## src/verilog/vtd_map.svh

```systemverilog
`ifndef VTD_MAP_SVH
`define VTD_MAP_SVH

// command codes of the three filter registers
`define VTD_ADDR_CTRL1 8'hb1
`define VTD_ADDR_CTRL2 8'hb2
`define VTD_ADDR_GAIN 8'hb3

`define VTD_CTRL1_RESET 16'h0000
`define VTD_CTRL2_RESET 16'h0000
`define VTD_GAIN_RESET 16'h0000
`define VTD_GAIN_MASK 16'h07ff

// second filter control fields
`define VTD_TRIG_BIT 15
`define VTD_SYNC_BIT 14
`define VTD_DOWN_DIR_HI 13
`define VTD_DOWN_DIR_LO 10
`define VTD_UP_DIR_HI 9
`define VTD_UP_DIR_LO 6
`define VTD_FALL_HI 5
`define VTD_FALL_LO 3
`define VTD_RISE_HI 2
`define VTD_RISE_LO 0

// first filter control fields
`define VTD_DSTART_HI 15
`define VTD_DSTART_LO 13
`define VTD_USTART_HI 12
`define VTD_USTART_LO 10
`define VTD_DEND_HI 9
`define VTD_DEND_LO 7
`define VTD_CHECK_HI 6
`define VTD_CHECK_LO 2

// timing
`define VTD_CLK_MHZ 40
`define VTD_CLK_PERIOD_NS 25
`define VTD_ONTIME_LSB_NS 5
`define VTD_ONTIME_STEP (`VTD_CLK_PERIOD_NS / `VTD_ONTIME_LSB_NS)
`define VTD_CHECK_STEP_US 100
`define VTD_CHECK_STEP_CYCLES (`VTD_CHECK_STEP_US * `VTD_CLK_MHZ)
`define VTD_GAIN_SHIFT 9
`define VTD_HYST_BAND 16'h0002

`endif

```

## src/verilog/vtd_pkg.sv

```systemverilog
package vtd_pkg;
    typedef enum logic [1:0] {VTD_SETTLED, VTD_DOWN, VTD_UP} vtd_state_t;
    typedef logic [15:0] vtd_word_t;
endpackage

```

## src/verilog/vtd_top.sv

```systemverilog
`timescale 1ns/100ps
`include "vtd_map.svh"

module vtd_top
    import vtd_pkg::*;
#(
    parameter int CHECK_STEP_CYCLES = `VTD_CHECK_STEP_CYCLES
) (
    // clock and reset
    input wire logic clk,
    input wire logic rst_n,
    // duty input pin from the host
    input wire logic duty_voltage_input,
    // register command port
    input wire logic [7:0] reg_addr,
    input wire logic reg_wr,
    input wire logic reg_rd,
    input wire logic [15:0] reg_wdata,
    output logic [15:0] reg_rdata,
    // filter side
    input wire logic [15:0] floor_voltage_code,
    input wire logic [15:0] first_filter_out,
    input wire logic [15:0] second_filter_in,
    // results
    output logic [15:0] output_reference,
    output logic [15:0] target_voltage_code,
    output logic [15:0] measured_high_time,
    output logic ref_from_first,
    output logic transition_down,
    output logic transition_up,
    output logic direction_down,
    output logic direction_up
);

    function automatic logic [16:0] ext(input logic [15:0] w);
        ext = {1'b0, w};
    endfunction

    logic sync_a;
    logic sync_b;
    logic pin_prev;
    logic [15:0] ctrl1;
    logic [15:0] ctrl2;
    logic [15:0] gain_reg;
    logic [15:0] high_cnt;
    logic [15:0] prev_high_time;
    logic sample_new;
    logic [15:0] hyst_out;
    logic [23:0] hold_timer;
    vtd_state_t state;

    logic [15:0] next_rdata, next_ctrl1, next_ctrl2, next_gain, next_high_cnt, next_measured, next_prev;
    logic next_sample;
    logic [15:0] next_hyst, next_ref, next_target;
    logic [23:0] next_timer;
    vtd_state_t next_state;
    logic next_dir_down, next_dir_up;
    logic [26:0] prod;
    logic [17:0] tsum;
    logic [23:0] check_limit;
    logic [16:0] diff_band;
    logic start_down, start_up;

    always_comb begin
        next_rdata = 16'h0000;
        next_ctrl1 = ctrl1;
        next_ctrl2 = ctrl2;
        next_gain = gain_reg;
        if (reg_wr) begin
            if (reg_addr == `VTD_ADDR_CTRL1) begin
                next_ctrl1 = reg_wdata;
            end else if (reg_addr == `VTD_ADDR_CTRL2) begin
                next_ctrl2 = reg_wdata;
            end else if (reg_addr == `VTD_ADDR_GAIN) begin
                next_gain = reg_wdata & `VTD_GAIN_MASK;
            end
        end
        if (reg_rd) begin
            if (reg_addr == `VTD_ADDR_CTRL1) begin
                next_rdata = ctrl1;
            end else if (reg_addr == `VTD_ADDR_CTRL2) begin
                next_rdata = ctrl2;
            end else if (reg_addr == `VTD_ADDR_GAIN) begin
                next_rdata = gain_reg & `VTD_GAIN_MASK;
            end
        end

        // each clock high adds one 25 ns period in 5 ns units
        next_high_cnt = high_cnt;
        next_measured = measured_high_time;
        next_prev = prev_high_time;
        next_sample = 1'b0;
        if (sync_b && !pin_prev) begin
            next_high_cnt = 16'(`VTD_ONTIME_STEP);
        end else if (sync_b && high_cnt < 16'(16'hffff - `VTD_ONTIME_STEP)) begin
            next_high_cnt = high_cnt + 16'(`VTD_ONTIME_STEP);
        end else if (!sync_b && pin_prev) begin
            next_measured = high_cnt;
            next_prev = measured_high_time;
            next_sample = 1'b1;
        end

        prod = 27'(measured_high_time) * 27'(gain_reg[10:0]);
        tsum = prod[26:`VTD_GAIN_SHIFT] + 18'(floor_voltage_code);
        next_target = tsum[15:0];

        // hysteresis stage on the second filter
        next_hyst = hyst_out;
        next_timer = hold_timer;
        check_limit = 24'(ctrl1[`VTD_CHECK_HI:`VTD_CHECK_LO]) * 24'(CHECK_STEP_CYCLES);
        diff_band = (second_filter_in > hyst_out) ? ext(second_filter_in) - ext(hyst_out)
                                                  : ext(hyst_out) - ext(second_filter_in);
        if (diff_band > ext(`VTD_HYST_BAND)) begin
            next_hyst = second_filter_in;
            next_timer = 24'h000000;
        end else if (ctrl2[`VTD_SYNC_BIT] && check_limit != 24'h000000 && hold_timer + 24'h000001 >= check_limit) begin
            next_hyst = second_filter_in;
            next_timer = 24'h000000;
        end else begin
            next_timer = (hold_timer < check_limit) ? hold_timer + 24'h000001 : check_limit;
        end

        // transition start conditions
        if (ctrl2[`VTD_TRIG_BIT]) begin
            start_down = sample_new && ext(prev_high_time) > ext(measured_high_time)
                + 17'(ctrl2[`VTD_FALL_HI:`VTD_FALL_LO]);
            start_up = sample_new && ext(measured_high_time) > ext(prev_high_time)
                + 17'(ctrl2[`VTD_RISE_HI:`VTD_RISE_LO]);
        end else begin // the registered reference lags state by a cycle, so compare with its settled source
            start_down = ext(target_voltage_code) + 17'(ctrl1[`VTD_DSTART_HI:`VTD_DSTART_LO])
                < ext(hyst_out);
            start_up = ext(target_voltage_code) > ext(hyst_out)
                + 17'(ctrl1[`VTD_USTART_HI:`VTD_USTART_LO]);
        end

        next_state = state;
        case (state)
            VTD_SETTLED: begin
                if (start_down) begin
                    next_state = VTD_DOWN;
                end else if (start_up) begin
                    next_state = VTD_UP;
                end
            end
            VTD_DOWN: begin
                if (ext(output_reference) < ext(target_voltage_code)
                    + 17'(ctrl1[`VTD_DEND_HI:`VTD_DEND_LO])) begin
                    next_state = VTD_SETTLED;
                end
            end
            VTD_UP: begin
                // no end margin exists for upward moves; end once the first filter reference reaches target
                if (ref_from_first && output_reference >= target_voltage_code) begin
                    next_state = VTD_SETTLED;
                end
            end
            default: begin
                next_state = VTD_SETTLED;
            end
        endcase

        next_ref = (state == VTD_SETTLED) ? hyst_out : first_filter_out;
        next_dir_down = ext(output_reference) > ext(target_voltage_code)
            + 17'(ctrl2[`VTD_DOWN_DIR_HI:`VTD_DOWN_DIR_LO]);
        next_dir_up = ext(output_reference) + 17'(ctrl2[`VTD_UP_DIR_HI:`VTD_UP_DIR_LO])
            < ext(target_voltage_code);
    end

    always_ff @(posedge clk or negedge rst_n) begin
        if (!rst_n) begin
            sync_a <= 1'b0;
            sync_b <= 1'b0;
            pin_prev <= 1'b0;
            ctrl1 <= `VTD_CTRL1_RESET;
            ctrl2 <= `VTD_CTRL2_RESET;
            gain_reg <= `VTD_GAIN_RESET;
            reg_rdata <= 16'h0000;
            high_cnt <= 16'h0000;
            measured_high_time <= 16'h0000;
            prev_high_time <= 16'h0000;
            sample_new <= 1'b0;
            target_voltage_code <= 16'h0000;
            hyst_out <= 16'h0000;
            hold_timer <= 24'h000000;
            state <= VTD_SETTLED;
            output_reference <= 16'h0000;
            ref_from_first <= 1'b0;
            transition_down <= 1'b0;
            transition_up <= 1'b0;
            direction_down <= 1'b0;
            direction_up <= 1'b0;
        end else begin
            sync_a <= duty_voltage_input;
            sync_b <= sync_a;
            pin_prev <= sync_b;
            ctrl1 <= next_ctrl1;
            ctrl2 <= next_ctrl2;
            gain_reg <= next_gain;
            reg_rdata <= next_rdata;
            high_cnt <= next_high_cnt;
            measured_high_time <= next_measured;
            prev_high_time <= next_prev;
            sample_new <= next_sample;
            target_voltage_code <= next_target;
            hyst_out <= next_hyst;
            hold_timer <= next_timer;
            state <= next_state;
            output_reference <= next_ref;
            ref_from_first <= (state != VTD_SETTLED);
            transition_down <= (next_state == VTD_DOWN);
            transition_up <= (next_state == VTD_UP);
            direction_down <= next_dir_down;
            direction_up <= next_dir_up;
        end
    end
endmodule

```

## config.mk

```make
export PLATFORM = sky130hd
export DESIGN_NAME = vtd_top
export DESIGN_NICKNAME = d
export VERILOG_FILES = /design/src/verilog/vtd_pkg.sv /design/src/verilog/vtd_top.sv
export VERILOG_INCLUDE_DIRS = /design/src /design/src/verilog
export SDC_FILE = /design/constraint.sdc
export NUM_CORES = 1
export LEC_CHECK = 0
export ABC_CLOCK_PERIOD_IN_PS = 9450
export BUFFER_PORTS_ARGS = -buffer_cell sky130_fd_sc_hd__buf_2
export CAP_MARGIN = 30
export CELL_PAD_IN_SITES_DETAIL_PLACEMENT = 1
export CELL_PAD_IN_SITES_GLOBAL_PLACEMENT = 2
export CORE_UTILIZATION = 40
export DETAILED_ROUTE_END_ITERATION = 8
export MAX_ROUTING_LAYER = met4
export PLACE_DENSITY = 0.81
export RECOVER_POWER = 50
export SYNTH_ARGS = -nofsm -noshare
export SYNTH_HDL_FRONTEND = slang
export SYNTH_SLANG_ARGS = --single-unit
```

## constraint.sdc

```tcl
create_clock -name clk -period 9.45 [get_ports clk]
set_input_delay 0.945 -clock clk [delete_from_list [all_inputs] [get_ports clk]]
set_output_delay 0.945 -clock clk [all_outputs]
set_load 0.005 [all_outputs]
```

=== Word-level counts from Yosys, hierarchy flattened ===
Cells that the tools add are included.

* Reductions and logical operators: 19
* Bitwise operators: 4
* $mul: 2
* Order comparisons: 13
* Add/subtract/negate cells: 12
* Eq/ne operators: 7
* Multiplexer cells: 23

{| class="wikitable"
|+ Operator list
! kind !! count
|-
| 2-to-1 mux 16 bit || 8
|-
| adder 16 x 3 -> 17 bit || 5
|-
| 2-to-1 mux 24 bit || 3
|-
| greater-than comparator 16 x 17 -> 1 bit || 4
|-
| adder 16 x 4 -> 17 bit || 2
|-
| less-than comparator 17 x 16 -> 1 bit || 2
|-
| subtractor 16 x 16 -> 17 bit || 2
|-
| multiplier 16 x 11 -> 25 bit || 1
|-
| adder 24 x 1 -> 24 bit (second input constant) || 1
|-
| equality test 8 bit (second input constant) || 3
|-
| greater-or-equal comparator 24 x 17 -> 1 bit || 1
|-
| less-than comparator 24 x 17 -> 1 bit || 1
|-
| greater-than comparator 17 x 2 -> 1 bit (second input constant) || 1
|-
| less-than comparator 16 x 17 -> 1 bit || 1
|-
| 2-to-1 mux 17 bit || 1
|-
| nonzero test 17 bit || 1
|-
| adder 16 bit || 1
|-
| adder 16 x 3 -> 16 bit (second input constant) || 1
|-
| greater-or-equal comparator 16 bit || 1
|-
| greater-than comparator 16 bit || 1
|-
| less-than comparator 16 bit (second input constant) || 1
|-
| multiplier 5 x 7 -> 12 bit (second input constant) || 1
|-
| 2-to-1 mux 11 bit || 1
|-
| logical AND 1 bit || 8
|-
| 12 further kinds || 28
|}

* Output and inout port bits: 69
* Bits in registers: 190
* Word-level logic and storage cells: 101
* Input port bits: 77

=== Logic depth before layout (Yosys ltp) ===
Gate-level depths: netlist of the first run.

* Depth after elaboration: 8
* Depth in mapped cells: 33
* Gate-level depth less buffers: 31

=== Worst setup path after synthesis of the first run ===
No wires, ideal clock.

* Path kind: register -> register
* Start: register gain_reg[4]
* End: register target_voltage_code[14]
* Setup time: 0.080 ns
* Required time: 9.370 ns
* Data arrival time: 6.659 ns
* Clock period less this slack: 6.739 ns
* Slack: 2.711 ns
* Cell stages (with the launch flop): 28
* Path buffers: 2
* Cells stage by stage: dfrtp_1 -> clkbuf_1 -> clkbuf_1 -> nand2_1 -> fa_1 -> inv_1 -> fa_1 -> inv_1 -> fa_1 -> fa_1 -> fa_1 -> inv_1 -> ha_1 -> or3_1 -> a311oi_1 -> o21ai_0 -> a31oi_1 -> nor2b_1 -> o21a_1 -> o21a_1 -> nor2_1 -> xnor2_1 -> ha_1 -> nor4_1 -> o21ai_0 -> a31o_2 -> a21oi_1 -> xnor2_1

* Longest elaborated chain between the ends: 2

{| class="wikitable"
|+ RTL lines
! what !! line !! RTL
|-
| start: declaration || vtd_top.sv:44 || <nowiki>logic [15:0] gain_reg;</nowiki>
|-
| start signal: assignment || vtd_top.sv:176 || <nowiki>gain_reg <= `VTD_GAIN_RESET;</nowiki>
|-
| start signal: assignment || vtd_top.sv:198 || <nowiki>gain_reg <= next_gain;</nowiki>
|-
| multiplier 16 x 11 -> 25 bit || vtd_top.sv:103 || <nowiki>prod = 27'(measured_high_time) * 27'(gain_reg[10:0]);</nowiki>
|-
| adder 16 bit || vtd_top.sv:104 || <nowiki>tsum = prod[26:`VTD_GAIN_SHIFT] + 18'(floor_voltage_code);</nowiki>
|-
| via tsum[14] || vtd_top.sv:59 || <nowiki>logic [17:0] tsum;</nowiki>
|-
| end signal: assignment || vtd_top.sv:204 || <nowiki>target_voltage_code <= next_target;</nowiki>
|-
| end: declaration || vtd_top.sv:26 || <nowiki>output logic [15:0] target_voltage_code,</nowiki>
|}

The timed path passes the listed nets, and every way through them passes these cells.
A chain may end at the register's enable or synchronous reset.

=== Worst setup path in the final report of the first run ===
* Start: register gain_reg[4]
* End: register target_voltage_code[15]

The elaborated chain is that of the path after synthesis.

==> flow_metrics.env, run 1 <==
export IMPL_outcome="finished with violations"
export IMPL_failed_checks="capacitance limit, slew limit"
export IMPL_dr_total_vias=16953
export IMPL_num_rows=83
export IMPL_coreArea_um2=51600
export IMPL_critPathKind="register to register"
export IMPL_critPathCaptureType="register"
export IMPL_grt_pass1_vias=18286
export IMPL_synth_edf_count=0
export IMPL_antenna_left=0
export IMPL_final_nets=2903
export IMPL_ys_seq_area_share_pct=22.6
export IMPL_synthToLayoutAreaGrowth_pct=9.19
export IMPL_worst_path_max_delay_cell="dfrtp_1"
export IMPL_slew_limit_headroom_pct=-165
export IMPL_slew_violations=267
export IMPL_io_pins=146
export IMPL_clockPowerShare_pct=23.4
export IMPL_path_max_fanout=18
export IMPL_start_util_pct=40.8
export IMPL_synthSimpleGateAreaFrac_pct=15.7
export IMPL_wl_per_cell_um=20.4
export IMPL_ys_ff_latch=190
export IMPL_finalInstanceArea_um2=23000
export IMPL_hold_viol=0
export IMPL_p_per_area_nw_per_um2=144
export IMPL_critPathRequiredTime_ns=9.82
export IMPL_place_area_um2=22400
export IMPL_worstSetupStartpointType="register"
export IMPL_port_buffers=145
export IMPL_synth_flop_cell="dfrtp_1"
export IMPL_crit_family="adder cells"
export IMPL_dieArea_um2=53500
export IMPL_max_stage_delay_ns=0.83
export IMPL_synthAdderAreaFrac_pct=31.2
export IMPL_hold_slack_ns=0.354
export IMPL_drv_cap=5
export IMPL_cp_common_cell="fa_1"
export IMPL_utilization_pct=44.5
export IMPL_p_comb_share_pct=40.9
export IMPL_place_hpwl_um=51100
export IMPL_clock_sinks=190
export IMPL_setup_violations_final=0
export IMPL_syn_inst=2283
export IMPL_cts_reportedPaths_clkPinSlew_ns=0.07
export IMPL_wl_met2_um=31300
export IMPL_mostFrequentLayoutCell="ha_1"
export IMPL_vias_per_cell=5.50
export IMPL_top_layer_used="met4"
export IMPL_vdd_drop_max_mv=0.159
export IMPL_synth_area_per_cell_um2=9.21
export IMPL_switchingPower_w=0.00142
export IMPL_p_seq_share_pct=35.7
export IMPL_final_cell_mix="ha_1 (296), inv_1 (253), nand2_1 (196), dfrtp_1 (190), buf_2 (145)"
export IMPL_hold_class="register to register"
export IMPL_diodes=0
export IMPL_cts_buffers=17
export IMPL_fin_crit_sh_pct=83.1
export IMPL_cts_hold_buf=0
export IMPL_p_int_w=0.00190
export IMPL_arrival_ns=8.22
export IMPL_period_needed_ns=7.85
export IMPL_synth_top_family_by_area="adder cells"
export IMPL_grt_overflow_total=0
export IMPL_antenna_found_initial=2
export IMPL_dr_wl_met3_um=2020
export IMPL_met1Wirelength_um=27700
export IMPL_synth_compound_area_share_pct=11.6
export IMPL_die_w_um=231
export IMPL_syn_area_um2=21000
export IMPL_clockRootBuffer="clkbuf_16"
export IMPL_globalplace_congestion=0.897
export IMPL_routed_wl_um=63000
export IMPL_clkLatencyLatePin_ns=0.50
export IMPL_drtIter0Drc=731
export IMPL_grt_use_total_pct=25.0
export IMPL_clock_fmax_mhz=127
export IMPL_rsz0062_at_grt="no"
export IMPL_async_flop_share_pct=100
export IMPL_swShare_pct=42.8
export IMPL_setup_ws_ns=1.60
export IMPL_cts_setup_buffers=0
export IMPL_muxShareOfSynthArea_pct=5.19
export IMPL_post_route_drc_count=0
export IMPL_ys_warn_count=0
export IMPL_dieHeight_um=231
export IMPL_grt_pass1_wl_um=100000
export IMPL_dp_slack_ns=1.69
export IMPL_finClkSkew_ns=0.0155
export IMPL_cts_tree="yes"
export IMPL_tns_ns=0
export IMPL_first_pass_iters=5
export IMPL_fillers=5973
export IMPL_yosysUniqueCellTypes=77
export IMPL_top_register="hold_timer"
export IMPL_cts_path_max_buffers=2
export IMPL_largest_register_ff_count=24
export IMPL_cts_resized=0
export IMPL_tightest_slew_ns=3.97
export IMPL_drive_gt1_share_pct=11.8
export IMPL_p_leak_nw=11.4
export IMPL_htreeDepth=4
export IMPL_grt_max_degree=72
export IMPL_crit_buf_inv=3
export IMPL_synthXorXnorAreaFrac_pct=7.49
==> Yosys cell counts (all sizes together) (3+ instances only) <==
library cell	n	area, um^2
xor2	53	464
o211ai	3	22.5
or3	11	68.8
nor4	8	50.1
o21ai	93	465
buf	18	121
nor3	40	220
nor2b	43	269
a21oi	107	536
a311oi	5	43.8
a2111oi	5	43.8
nand4	37	231
fa	143	2860
o22ai	6	37.5
a21o	60	450
o21a	21	158
a222oi	11	110
a21boi	4	30.0
o31ai	3	22.5
and3	13	86.3
a22oi	5	37.5
a211oi	13	113
mux2	73	822
clkbuf	58	218
or2	12	75.1
mux2i	27	270
ha	296	3700
and2	80	500
and4	8	70.1
nor2	129	484
a31oi	12	75.1
nand4b	3	26.3
dfrtp	190	4750
xnor2	127	1110
o2111ai	6	58.8
nand2b	18	113
nand3	49	245
o21bai	10	75.1
inv	253	950
or4	3	22.5
nand2	198	753
nor4b	3	32.5
nor3b	4	35.0
==> cell type report <==
type	instances	area, um^2	share of cell area [%]
multi-input cells	1769	15000	65.4
repair buffers	156	786	3.42
inverters	253	950	4.13
clock inverters	14	169	0.735
flip-flops and latches	190	4750	20.7
clock buffers	18	439	1.91
well taps	680	851	3.70
==> worst paths after layout <==
path,startpoint,endpoint,slack (ns),cells after the start
setup / recovery,gain_reg[4],target_voltage_code[15],1.60,27
hold / removal,sync_a,sync_b,0.35,0
setup reg to reg,gain_reg[4],target_voltage_code[15],1.60,27
hold reg to reg,sync_a,sync_b,0.35,0
max in group asynchronous,rst_n,ctrl2[1],2.61,3
min in group asynchronous,rst_n,hyst_out[10],1.63,1
==> kinds of logic (layout without fill, tap and decap cells) <==
logic type      count (synthesis)  in the layout
flops                         190            190
fa+ha+maj                     439            439
mux                           100            100
xor+xnor                      180            180
compound gates                382            382
simple gates                  662            662
buf+inv                       329            441
other cells                     1              6
==> through the flow <==
step	power, W	std cells
after detailed placement	0.00255	3046
after global placement	0.00249	3045
after global routing	0.00356	3080
final	0.00331	3080
after CTS	0.00335	3078
after floorplan	0.00200	2288
==> power groups by stage <==
stage	registers, W	logic, W	clock network, W
after floorplan	0.00106	0.000938	0
after global placement	0.00119	0.00131	0
after detailed placement	0.00119	0.00136	0
after CTS	0.00118	0.00137	0.000801
after global routing	0.00120	0.00153	0.000825
final	0.00118	0.00136	0.000775
==> metal layers <==
metal / up-vias / track usage, %
met2: 247 / 41.8
met4: 0 / 9.46
met1: 8674 / 30.4
met3: 81 / 3.76
met5: - / -
li1: 7951 / -
Note: power is estimated with default switching activity, not from simulation.
==> run 2, diff against run 1 <==
--- a/config.mk
+++ b/config.mk
@@ -6,7 +6,7 @@
 export SDC_FILE = /design/constraint.sdc
 export NUM_CORES = 1
 export LEC_CHECK = 0
-export ABC_CLOCK_PERIOD_IN_PS = 9450
+export ABC_CLOCK_PERIOD_IN_PS = 7350
 export BUFFER_PORTS_ARGS = -buffer_cell sky130_fd_sc_hd__buf_2
 export CAP_MARGIN = 30
 export CELL_PAD_IN_SITES_DETAIL_PLACEMENT = 1
==> constraint.sdc (replaced) <==
create_clock -name clk -period 7.35 [get_ports clk]
set_input_delay 0.735 -clock clk [delete_from_list [all_inputs] [get_ports clk]]
set_output_delay 0.735 -clock clk [all_outputs]
set_load 0.005 [all_outputs]
==> run 2 against run 1 <==
  * Via count grew 0.88%
  * Flip-flop and latch count unchanged
  * Total power up 30%
  * Final area increased by 1.0%
  * The flow still finishes with violations (capacitance limit, slew limit)
==> flow_metrics.env, run 2 (synthesis gave the netlist of run 1 again) <==
export IMPL_hold_path_startpoint="duty_voltage_input"
export IMPL_dieArea_um2=53500
export IMPL_coreArea_um2=51600
export IMPL_globalRoute_busiestLayer="met2"
export IMPL_drtIter0Drc=751
export IMPL_finClkSkew_ns=0.00890
export IMPL_cts_path_max_buffers=2
export IMPL_first_pass_iters=5
export IMPL_port_buffers=145
export IMPL_mostFrequentLayoutCell="ha_1"
export IMPL_rsz0062_at_grt="no"
export IMPL_final_cell_mix="ha_1 (296), inv_1 (253), nand2_1 (196), dfrtp_1 (185), fa_1 (143)"
export IMPL_min_to="sync_a"
export IMPL_cts_tree="yes"
export IMPL_dp_slack_ns=0.242
export IMPL_arrival_ns=7.31
export IMPL_globalplace_congestion=0.916
export IMPL_clockRootBuffer="clkbuf_16"
export IMPL_reg2reg_from="gain_reg[5]"
export IMPL_grt_pass1_vias=18919
export IMPL_num_rows=83
export IMPL_met2_usage_pct=45.1
export IMPL_start_util_pct=40.8
export IMPL_clock_fmax_mhz=144
export IMPL_r2r_setup_slack_ns=0.40
export IMPL_drive_gt1_share_pct=12.3
export IMPL_max_stage_delay_ns=0.55
export IMPL_cp_common_cell="fa_1"
export IMPL_period_needed_ns=6.95
export IMPL_reg2reg_depth=29
export IMPL_cts_reportedPaths_clkPinSlew_ns=0.08
export IMPL_wl_per_cell_um=21.1
export IMPL_clock_sinks=190
export IMPL_io_pins=146
export IMPL_drv_cap=4
export IMPL_outcome="finished with violations"
export IMPL_fin_crit_sh_pct=94.6
export IMPL_tns_ns=0
export IMPL_critPathKind="register to register"
export IMPL_die_w_um=231
export IMPL_grt_util_met1_pct=32.3
export IMPL_critPathCaptureType="register"
export IMPL_clkLatencyLatePin_ns=0.47
export IMPL_critPathRequiredTime_ns=7.71
export IMPL_worstSetupStartpointType="register"
export IMPL_utilization_pct=45.0
export IMPL_antenna_left=0
export IMPL_setup_ws_ns=0.398
export IMPL_htreeDepth=4
export IMPL_top_register="hold_timer"
export IMPL_slew_violations=209
export IMPL_min_path_cells=1
export IMPL_cts_buffers=17
export IMPL_post_route_drc_count=0
export IMPL_p_leak_nw=11.5
export IMPL_vias_per_cell=5.50
export IMPL_hold_class="input port to register"
export IMPL_rr_endpoint="target_voltage_code[15]"
export IMPL_tightest_slew_ns=4.93
export IMPL_failed_checks="capacitance limit, slew limit"
export IMPL_routed_wl_um=65500
export IMPL_total_power_w=0.00430
export IMPL_dieHeight_um=231
export IMPL_vdd_drop_max_mv=0.200
export IMPL_synthToLayoutAreaGrowth_pct=10.3
export IMPL_final_nets=2930
export IMPL_grt_max_degree=80
export IMPL_dr_total_vias=17102
export IMPL_setup_violations_final=0
export IMPL_diodes=0
export IMPL_antenna_found_initial=2
export IMPL_path_max_fanout=9
export IMPL_hold_viol=0
export IMPL_worst_path_max_delay_cell="fa_1"
export IMPL_grt_pass1_wl_um=105000
export IMPL_place_hpwl_um=53600
export IMPL_p_per_area_nw_per_um2=185
export IMPL_grt_overflow_total=0
export IMPL_cts_hold_buf=0
export IMPL_largest_register_ff_count=24
export IMPL_grt_use_total_pct=26.1
export IMPL_slew_limit_headroom_pct=-229
export IMPL_use_met3_pct=2.39
==> run 2: cell count changes in the layout (fill, tap and decap cells not counted), moves of 3 or more <==
cell,delta
clkbuf_1,+13
mux2_1,+5
mux2_2,-5
buf_2,-16
dfrtp_1,-5
dfrtp_2,+5
buf_4,+28
clkinv_4,+3
==> run 2: layer usage <==
layer	vias up	part of all wire [%]
met4	0	2.1
met5	-	0
met2	273	51
met3	84	3.1
li1	7988	-
met1	8757	44
==> run 2: cell type report <==
type                            instances  area, um^2
Fill cell                            6030       28400
Multi-Input combinational cell       1769       15000
Sequential cell                       190        4760
Timing Repair Buffer                  183         975
Inverter                              253         950
Tap cell                              680         851
Clock buffer                           17         425
Clock inverter                         15         203
==> run 2: worst max-delay path by stage <==
stage               slack, ns                  start                 endpoint  cells after the start
floorplan                0.61            gain_reg[4]  target_voltage_code[14]                     27
global placement         0.42  measured_high_time[2]  target_voltage_code[15]                     28
detailed placement       0.24            gain_reg[4]  target_voltage_code[14]                     26
CTS                      0.18            gain_reg[4]  target_voltage_code[14]                     26
global route            0.009  measured_high_time[1]  target_voltage_code[11]                     31
finish                   0.40            gain_reg[5]  target_voltage_code[15]                     29
==> run 2: repair_timing <==
action / 4_1_cts / 5_1_grt
resized for setup: 0 / 10
setup endpoints to repair: 0 / 4
setup buffers: 0 / 0
==> run 2: stage by stage <==
step                      cells  area, um^2  hold WS (ns)
after floorplan            2288       21100         0.331
after global placement     3074       22600         0.406
final                      3107       23200         0.396
after CTS                  3107       23200         0.327
after global routing       3107       23200         0.402
after detailed placement   3075       22600         0.408
==> run 2: report_power, final <==
| part | total (W) | internal (W) | switching [W] |
|---|---|---|---|
| clock network | 0.00101 | 0.000521 | 0.000493 |
| registers | 0.00146 | 0.00117 | 0.000285 |
| logic | 0.00183 | 0.000789 | 0.00104 |
| total | 0.00430 | 0.00248 | 0.00182 |
==> run 2: worst max-delay path: cells and delay by family (launching register included) <==
| kind | cells | cell delay [ns] |
|---|---|---|
| and+or+nand+nor | 5 | 0.82 |
| DFF | 1 | 0.49 |
| adders and majority gates | 7 | 3.11 |
| xor gates and xnor gates | 3 | 0.43 |
| AOI/OAI and AO/OA | 9 | 1.58 |
| buffers and inverters | 5 | 0.39 |
